<file path="config.mk">
export PLATFORM = sky130hd
export DESIGN_NAME = pisc_device_flat
export DESIGN_NICKNAME = d
export VERILOG_FILES = /design/src/inc/pisc_pkg.sv /design/src/inc/pisc_bus_if.sv /design/src/pisc_device.sv /design/src/pisc_edge_detect.sv /design/src/flat_wrapper.sv
export SDC_FILE = /design/constraint.sdc
export NUM_CORES = 1
export LEC_CHECK = 0
export BUFFER_PORTS_ARGS = -buffer_cell sky130_fd_sc_hd__buf_2
export CORE_ASPECT_RATIO = 1.75
export CORE_MARGIN = 2
export CORE_UTILIZATION = 52
export CTS_BUF_LIST = sky130_fd_sc_hd__clkbuf_8 sky130_fd_sc_hd__clkbuf_16
export CTS_CLUSTER_DIAMETER = 60
export CTS_CLUSTER_SIZE = 40
export DETAILED_ROUTE_END_ITERATION = 10
export PLACE_DENSITY = 0.68
export RECOVER_POWER = 100
export SYNTH_ARGS = -nofsm -noshare
export SYNTH_HDL_FRONTEND = slang
export SYNTH_SLANG_ARGS = --single-unit
</file>
<file path="constraint.sdc">
create_clock -name clock -period 7.4 [get_ports clock]
set_clock_uncertainty 0.2 [all_clocks]
set_input_delay 2.22 -clock clock [delete_from_list [all_inputs] [get_ports clock]]
set_output_delay 2.22 -clock clock [all_outputs]
set_load 0.01 [all_outputs]
</file>
<file path="src/inc/pisc_pkg.sv">
package pisc_pkg;
    // Upper five bits of the seven-bit slave address.
    localparam logic [4:0] ADDR_PREFIX = 5'h13;
    localparam logic [6:0] INDEX_LAST = 7'h7F;
    localparam logic [6:0] INDEX_FIRST = 7'h00;
    localparam logic [6:0] PAGE_SELECT_OFFSET = 7'h00;
    localparam logic [7:0] PAGE_SELECT_RESET = 8'h00;
    localparam int AUTO_INC_BIT = 7;
    // Host command port register offsets.
    localparam logic [3:0] HOST_CTRL = 4'h0;
    localparam logic [3:0] HOST_ADDR = 4'h1;
    localparam logic [3:0] HOST_WDATA = 4'h2;
    localparam logic [3:0] HOST_STATUS = 4'h3;
    localparam logic [3:0] HOST_RDATA = 4'h4;
    // Control register fields.
    localparam int CTRL_GO = 0;
    localparam int CTRL_READ = 1;
    localparam int CTRL_INC = 2;
    // Status register fields.
    localparam int STAT_BUSY = 0;
    localparam int STAT_NACK = 1;
    // Bus timing: 20 MHz clock, fast-mode quarter bit of 625 ns.
    localparam int CLOCK_HZ = 20000000;
    localparam int QUARTER_NS = 625;
    localparam int QUARTER_CYCLES = (QUARTER_NS * (CLOCK_HZ / 1000000)) / 1000;
    localparam int DIV_W = 8;
endpackage

</file>
<file path="src/inc/pisc_bus_if.sv">
`timescale 1ns/1ps
interface pisc_bus_if;
    logic scl_o;
    logic scl_oe;
    logic sda_i;
    logic sda_o;
    logic sda_oe;
    logic scl_i;
    modport device (
        input scl_i,
        input sda_i,
        output sda_o,
        output sda_oe
    );
    modport host (
        input sda_i,
        input scl_i,
        output scl_o,
        output scl_oe,
        output sda_o,
        output sda_oe
    );
endinterface // pisc_bus_if

</file>
<file path="src/pisc_device.sv">
`timescale 1ns/1ps
// Functional notes
// - Device is slave only, never drives clock.
// - Master makes start, address, phases, stop.
// - Address upper five bits are 10011.
// - Two straps give the two low bits.
// - Acknowledge only a matching address.
// - Write: address, inc plus index, data, acked.
// - Auto-increment advances index after each write.
// - Index wraps from 0x7F to 0x0.
// - Read follows an index write, repeated start.
// - Auto-increment advances index after each read.
// - Master acks wanted bytes, nacks last, stops.
// - Register 0 selects the page, 0 to 255.
module pisc_device
(
    // Clock and reset.
    input wire logic clock,
    input wire logic rst_n,
    // Bus side.
    pisc_bus_if.device bus,
    // Address straps.
    input wire logic addr_strap_high,
    input wire logic addr_strap_low,
    // Register file side.
    output logic [7:0] page,
    output logic [6:0] index,
    output logic reg_wr,
    output logic [7:0] reg_wdata,
    input wire logic [7:0] reg_rdata
);
    typedef enum logic [2:0] {
        S_IDLE = 3'b000,
        S_ADDR = 3'b001,
        S_ACK = 3'b011,
        S_REG = 3'b010,
        S_DATA = 3'b110,
        S_SEND = 3'b111,
        S_MACK = 3'b101
    } pisc_dev_state_t;

    pisc_dev_state_t state;
    logic scl_rise;
    logic scl_fall;
    logic start_seen;
    logic stop_seen;
    logic [7:0] shifter;
    logic [3:0] bit_count;
    logic reading;
    logic auto_inc;
    logic have_reg;
    logic ack_next;
    logic [7:0] mem [0:127];

    function automatic logic [6:0] pisc_next_index(input logic [6:0] cur);
        pisc_next_index = (cur == pisc_pkg::INDEX_LAST) ? pisc_pkg::INDEX_FIRST
                                                        : cur + 7'h01;
    endfunction

    pisc_edge_detect u_edges
    (
        .clock(clock),
        .rst_n(rst_n),
        .scl(bus.scl_i),
        .sda(bus.sda_i),
        .scl_rise(scl_rise),
        .scl_fall(scl_fall),
        .start_seen(start_seen),
        .stop_seen(stop_seen)
    );

    // Only the data line is ever driven; the clock stays with the master.
    assign bus.sda_o = 1'b0;

    always_ff @(posedge clock or negedge rst_n)
    begin
        if (!rst_n)
        begin
            state <= S_IDLE;
            shifter <= 8'h00;
            bit_count <= 4'h0;
            reading <= 1'b0;
            auto_inc <= 1'b0;
            have_reg <= 1'b0;
            ack_next <= 1'b0;
            bus.sda_oe <= 1'b0;
            index <= 7'h00;
            page <= pisc_pkg::PAGE_SELECT_RESET;
            reg_wr <= 1'b0;
            reg_wdata <= 8'h00;
        end
        else
        begin
            reg_wr <= 1'b0;
            if (start_seen)
            begin
                // A repeated start keeps the index loaded by the write phase.
                state <= S_ADDR;
                bit_count <= 4'h0;
                bus.sda_oe <= 1'b0;
            end
            else if (stop_seen)
            begin
                state <= S_IDLE;
                bus.sda_oe <= 1'b0;
            end
            else
            begin
                unique case (state)
                    S_IDLE:
                    begin
                        bus.sda_oe <= 1'b0;
                    end
                    S_ADDR:
                    begin
                        if (scl_rise)
                        begin
                            shifter <= {shifter[6:0], bus.sda_i};
                            bit_count <= bit_count + 4'h1;
                        end
                        else if (scl_fall && bit_count == 4'h8)
                        begin
                            if (shifter[7:1] == {pisc_pkg::ADDR_PREFIX, addr_strap_high,
                                                 addr_strap_low})
                            begin
                                reading <= shifter[0];
                                have_reg <= 1'b0;
                                bus.sda_oe <= 1'b1;
                                state <= S_ACK;
                            end
                            else
                            begin
                                state <= S_IDLE;
                            end
                        end
                    end
                    S_ACK:
                    begin
                        if (scl_fall)
                        begin
                            bit_count <= 4'h0;
                            if (reading)
                            begin
                                shifter <= mem[index];
                                bus.sda_oe <= ~mem[index][7];
                                state <= S_SEND;
                            end
                            else
                            begin
                                bus.sda_oe <= 1'b0;
                                state <= have_reg ? S_DATA : S_REG;
                            end
                        end
                    end
                    S_REG, S_DATA:
                    begin
                        if (scl_rise)
                        begin
                            shifter <= {shifter[6:0], bus.sda_i};
                            bit_count <= bit_count + 4'h1;
                        end
                        else if (scl_fall && bit_count == 4'h8)
                        begin
                            bus.sda_oe <= 1'b1;
                            have_reg <= 1'b1;
                            state <= S_ACK;
                            if (state == S_REG)
                            begin
                                auto_inc <= shifter[pisc_pkg::AUTO_INC_BIT];
                                index <= shifter[6:0];
                            end
                            else
                            begin
                                reg_wr <= 1'b1;
                                reg_wdata <= shifter;
                                if (index == pisc_pkg::PAGE_SELECT_OFFSET)
                                begin
                                    page <= shifter;
                                end
                                if (auto_inc)
                                begin
                                    index <= pisc_next_index(index);
                                end
                            end
                        end
                    end
                    S_SEND:
                    begin
                        if (scl_fall)
                        begin
                            if (bit_count == 4'h7)
                            begin
                                bus.sda_oe <= 1'b0;
                                state <= S_MACK;
                                if (auto_inc)
                                begin
                                    index <= pisc_next_index(index);
                                end
                            end
                            else
                            begin
                                shifter <= {shifter[6:0], 1'b0};
                                bus.sda_oe <= ~shifter[6];
                                bit_count <= bit_count + 4'h1;
                            end
                        end
                    end
                    S_MACK:
                    begin
                        if (scl_rise)
                        begin
                            ack_next <= ~bus.sda_i;
                        end
                        else if (scl_fall)
                        begin
                            bit_count <= 4'h0;
                            if (ack_next)
                            begin
                                shifter <= mem[index];
                                bus.sda_oe <= ~mem[index][7];
                                state <= S_SEND;
                            end
                            else
                            begin
                                state <= S_IDLE;
                            end
                        end
                    end
                    default:
                    begin
                        state <= S_IDLE;
                    end
                endcase
            end
        end
    end

    // Register storage of the current page; location 0 mirrors the page select.
    always_ff @(posedge clock)
    begin
        if (state == S_DATA && scl_fall && bit_count == 4'h8 && !start_seen && !stop_seen)
        begin
            mem[index] <= shifter;
        end
        else if (state == S_IDLE)
        begin
            mem[pisc_pkg::PAGE_SELECT_OFFSET] <= page ^ reg_rdata ^ reg_rdata;
        end
    end
endmodule // pisc_device

</file>
<file path="src/pisc_edge_detect.sv">
`timescale 1ns/1ps
module pisc_edge_detect
(
    // Clock and reset.
    input wire logic clock,
    input wire logic rst_n,
    // Bus lines.
    input wire logic scl,
    input wire logic sda,
    // Detected events.
    output logic scl_rise,
    output logic scl_fall,
    output logic start_seen,
    output logic stop_seen
);
    logic scl_q;
    logic sda_q;

    always_ff @(posedge clock or negedge rst_n)
    begin
        if (!rst_n)
        begin
            scl_q <= 1'b1;
            sda_q <= 1'b1;
        end
        else
        begin
            scl_q <= scl;
            sda_q <= sda;
        end
    end

    assign scl_rise = scl & ~scl_q;
    assign scl_fall = ~scl & scl_q;
    assign start_seen = scl & scl_q & sda_q & ~sda;
    assign stop_seen = scl & scl_q & ~sda_q & sda;
endmodule // pisc_edge_detect

</file>
<file path="src/flat_wrapper.sv">
// flat-port wrapper written by rule: the top's interface ports become plain ports
module pisc_device_flat 
  (clock, rst_n, addr_strap_high, addr_strap_low, page, index, reg_wr, reg_wdata, reg_rdata, bus_scl_i, bus_sda_i, bus_sda_o, bus_sda_oe);
  pisc_bus_if bus_i ();
  input wire logic clock;
  input wire logic rst_n;
  input wire logic addr_strap_high;
  input wire logic addr_strap_low;
  output logic [7:0] page;
  output logic [6:0] index;
  output logic reg_wr;
  output logic [7:0] reg_wdata;
  input wire logic [7:0] reg_rdata;
  input wire logic [$bits(bus_i.scl_i)-1:0] bus_scl_i;
  input wire logic [$bits(bus_i.sda_i)-1:0] bus_sda_i;
  output wire logic [$bits(bus_i.sda_o)-1:0] bus_sda_o;
  output wire logic [$bits(bus_i.sda_oe)-1:0] bus_sda_oe;
  assign bus_i.scl_i = bus_scl_i;
  assign bus_i.sda_i = bus_sda_i;
  assign bus_sda_o = bus_i.sda_o;
  assign bus_sda_oe = bus_i.sda_oe;
  pisc_device u_core (.clock(clock), .rst_n(rst_n), .bus(bus_i), .addr_strap_high(addr_strap_high), .addr_strap_low(addr_strap_low), .page(page), .index(index), .reg_wr(reg_wr), .reg_wdata(reg_wdata), .reg_rdata(reg_rdata));
endmodule
</file>
==> impl_metrics.yaml <==
critical_path:
  path_depth: 10
  crit_family: "buffers and inverters"
  worstPathCellList: "clkbuf_1 > nand2b_1 > nor3_1 > nand3_1 > clkbuf_1 > inv_1 > clkbuf_1 > nand4_1 > clkbuf_1 > nor2_1"
  cp_common_cell: "clkbuf_1"
  worst-path-buf-inv: 5
  crit_type: "input pin to register"
  critPathMaxStageDelay_ps: 1530
  cp_slowest_cell: "clkbuf_1"
  reg2reg_depth: 6
  required_ps: 7400
  cp-start-kind: "input pin"
  end_kind: "register"
  crit_arrival_ps: 6410
  path_max_fanout: 15
hold_path:
  hp-class: "register to register"
  whs_path_depth: 2
power:
  power_switching_w: 0.00217
  internal-power_w: 0.00784
  power_density_nw_per_um2: 222
  switching_share_pct: 21.7
  power_frac_clock_pct: 29.4
  leakagePower_nw: 14.3
  p_total_w: 0.0100
  pwr-share-comb_pct: 2.8
  seq_power_share_pct: 67.8
  ir_drop_uv: 277
logic_synthesis:
  yosys_register_bits: 1070
  ys_warn_count: 0
  yosysSeqAreaShare_pct: 74.3
  yosysUniqueCellTypes: 81
  synthTopCellsByArea: "edfxtp_1 72%, mux4_2 9.7%, mux2i_1 3.2%"
  yosysTopAreaCell: "edfxtp_1"
  syn_nets: 2296
  synthFlopType: "edfxtp_1"
  syn_area_per_cell_um2: 18.8
  synth_edf_count: 1024
  synth_most_common_cell: "edfxtp_1"
  netlist_area_um2: 42900
  synthTopCellsByCount: "1024 x edfxtp_1, 185 x mux4_2, 171 x nor2_1"
  async_reset_ff_share_pct: 4.30
  synth_cells: 2278
  synth_top_area_share_pct: 71.6
final_layout:
  top_register: "u_core.mem"
  largest_register_ffs: 1024
  seq_area_um2: 31900
  n_fill_cell: 6086
  final_nets: 2280
  multi_input_comb_area_um2: 10000
  antenna_cells: 0
  synthToLayoutAreaGrowth_pct: 5.12
  drive_gt1_share_pct: 14.7
timing:
  drv_slew: 944
  period_share_pct: 86.7
  period_minus_slack_ps: 6410
  tns_ps: 0
  tightest_slew_ps: 3160
  finalSetupViolCount: 0
  fmax_mhz: 156
  rsz0062_at_grt: "false"
  finalHoldViolations: 0
  slew_headroom_pct: -112
grt:
  track_usage_pct: 25.4
  grt_pass1_vias: 22467
  grt_antenna_before_repair: 0
  grt_max_degree: 129
  grt_pass1_wl_mm: 157
  overflow: 0
clock_tree:
  clock_latency_ps: 620
  clk_path_buf_depth: 3
  postCtsHoldBufs: 0
  post_cts_resized: 0
  cts_tree: "yes"
  cts_buffers: 38
  clk_pin_slew_ps: 120
  cts_max_level: 2
  cts_num_sinks: 1070
  cts_setup_buffers: 0
  root_buffer: "clkbuf_16"
detailed_routing:
  vias: 22278
  drtPass1Iterations: 6
  drc: 0
  ant_nets: 0
  routed_wl_mm: 108
  via_per_inst: 6.67
  drtIter0Drc: 2480
  post_drt_wl_per_cell_um: 32.3
place:
  gp_congestion: 0.894
  io_buffers: 30
  dp_hpwl_mm: 66.7
floorplanning:
  die_h_um: 384
  num_rows: 139
  dieArea_um2: 84900
  io_pins: 40
  initial_core_util_pct: 52.4
  fp.dieW_um: 221
  core-area_um2: 81900
status:
  failed_checks: "max-capacitance violations, max-slew violations"
  status: "finished, violations left"
flow_run:
  max-cap-violations: 20
power groups by stage:
stage,clock [W],sequential [W],combinational (W)
final,0.00295,0.00679,0.000277
after global routing,0.00315,0.00679,0.000301
after CTS,0.00298,0.00678,0.000286
after detailed placement,0,0.00691,0.000285
after global placement,0,0.00691,0.000272
after floorplan,0,0.00688,0.000157
worst reg2reg max path, delay by kind of cell, from the launching register on:
family                 cells  cell delay [ps]
AND/OR/NAND/NOR            3             1330
flip-flops                 1             2250
buffers and inverters      3             2170
worst paths after layout:
kind,start,endpoint,slack [ps]
max in group asynchronous,rst_n,u_core.index[2],2960
setup / recovery,bus_scl_i,u_core.mem[101][4],990
hold / removal,u_core.reg_wdata[4],u_core.reg_wdata[4],290
min in group asynchronous,rst_n,u_core.state[0],2200
hold reg to reg,u_core.reg_wdata[4],u_core.reg_wdata[4],290
setup reg to reg,u_core.index[1],u_core.mem[101][4],1030
layer usage:
metal	global-route usage [%]	wire (µm)	vias up
met5	0	0	-
met4	13.6	6800	0
met3	3.32	8490	277
met2	43.6	55000	1192
met1	31.6	37800	11632
li1	-	-	9177
placed cells by master, fill, tap and decap left out, drive strengths merged, types with 35 or more instances in the layout:
cell type / count
dfrtp: 44
nand2: 139
nor2: 172
o21ai: 50
edfxtp: 1024
a21oi: 56
a221oi: 35
mux4: 198
mux2i: 139
buf: 44
clkbuf: 77
cell type report:
type,instances,share of cell area (%)
clock buffer,40,2.19
sequential,1070,70.7
clock inverter,22,0.691
inverter,12,0.103
multi-input combinational,1059,22.3
timing repair buffer,81,1.09
tap,1057,2.93
stage by stage:
stage	setup WS [ps]	utilization [%]	instance area (µm²)	hold WS [ps]	std cells
finish	988	55.1	45100	293	3341
global route	923	55.1	45100	320	3341
CTS	2010	55.3	45300	295	3341
detailed placement	1340	53.7	44000	266	3279
global placement	1380	53.7	44000	264	3279
floorplan	2630	-	42900	297	2278
cells by family after synthesis:
group | Yosys count | share of synthesized area (%)
other | 1 | 0.00874
multiplexers | 355 | 14.2
AND/OR/NAND/NOR | 413 | 4.21
XOR/XNOR | 4 | 0.0816
adder cells (fa/ha/maj) | 4 | 0.117
buffers and inverters | 149 | 2.33
flip-flops | 1070 | 74.3
AO/OA/AOI/OAI | 282 | 4.70
Power figures use the tool's default switching activity.
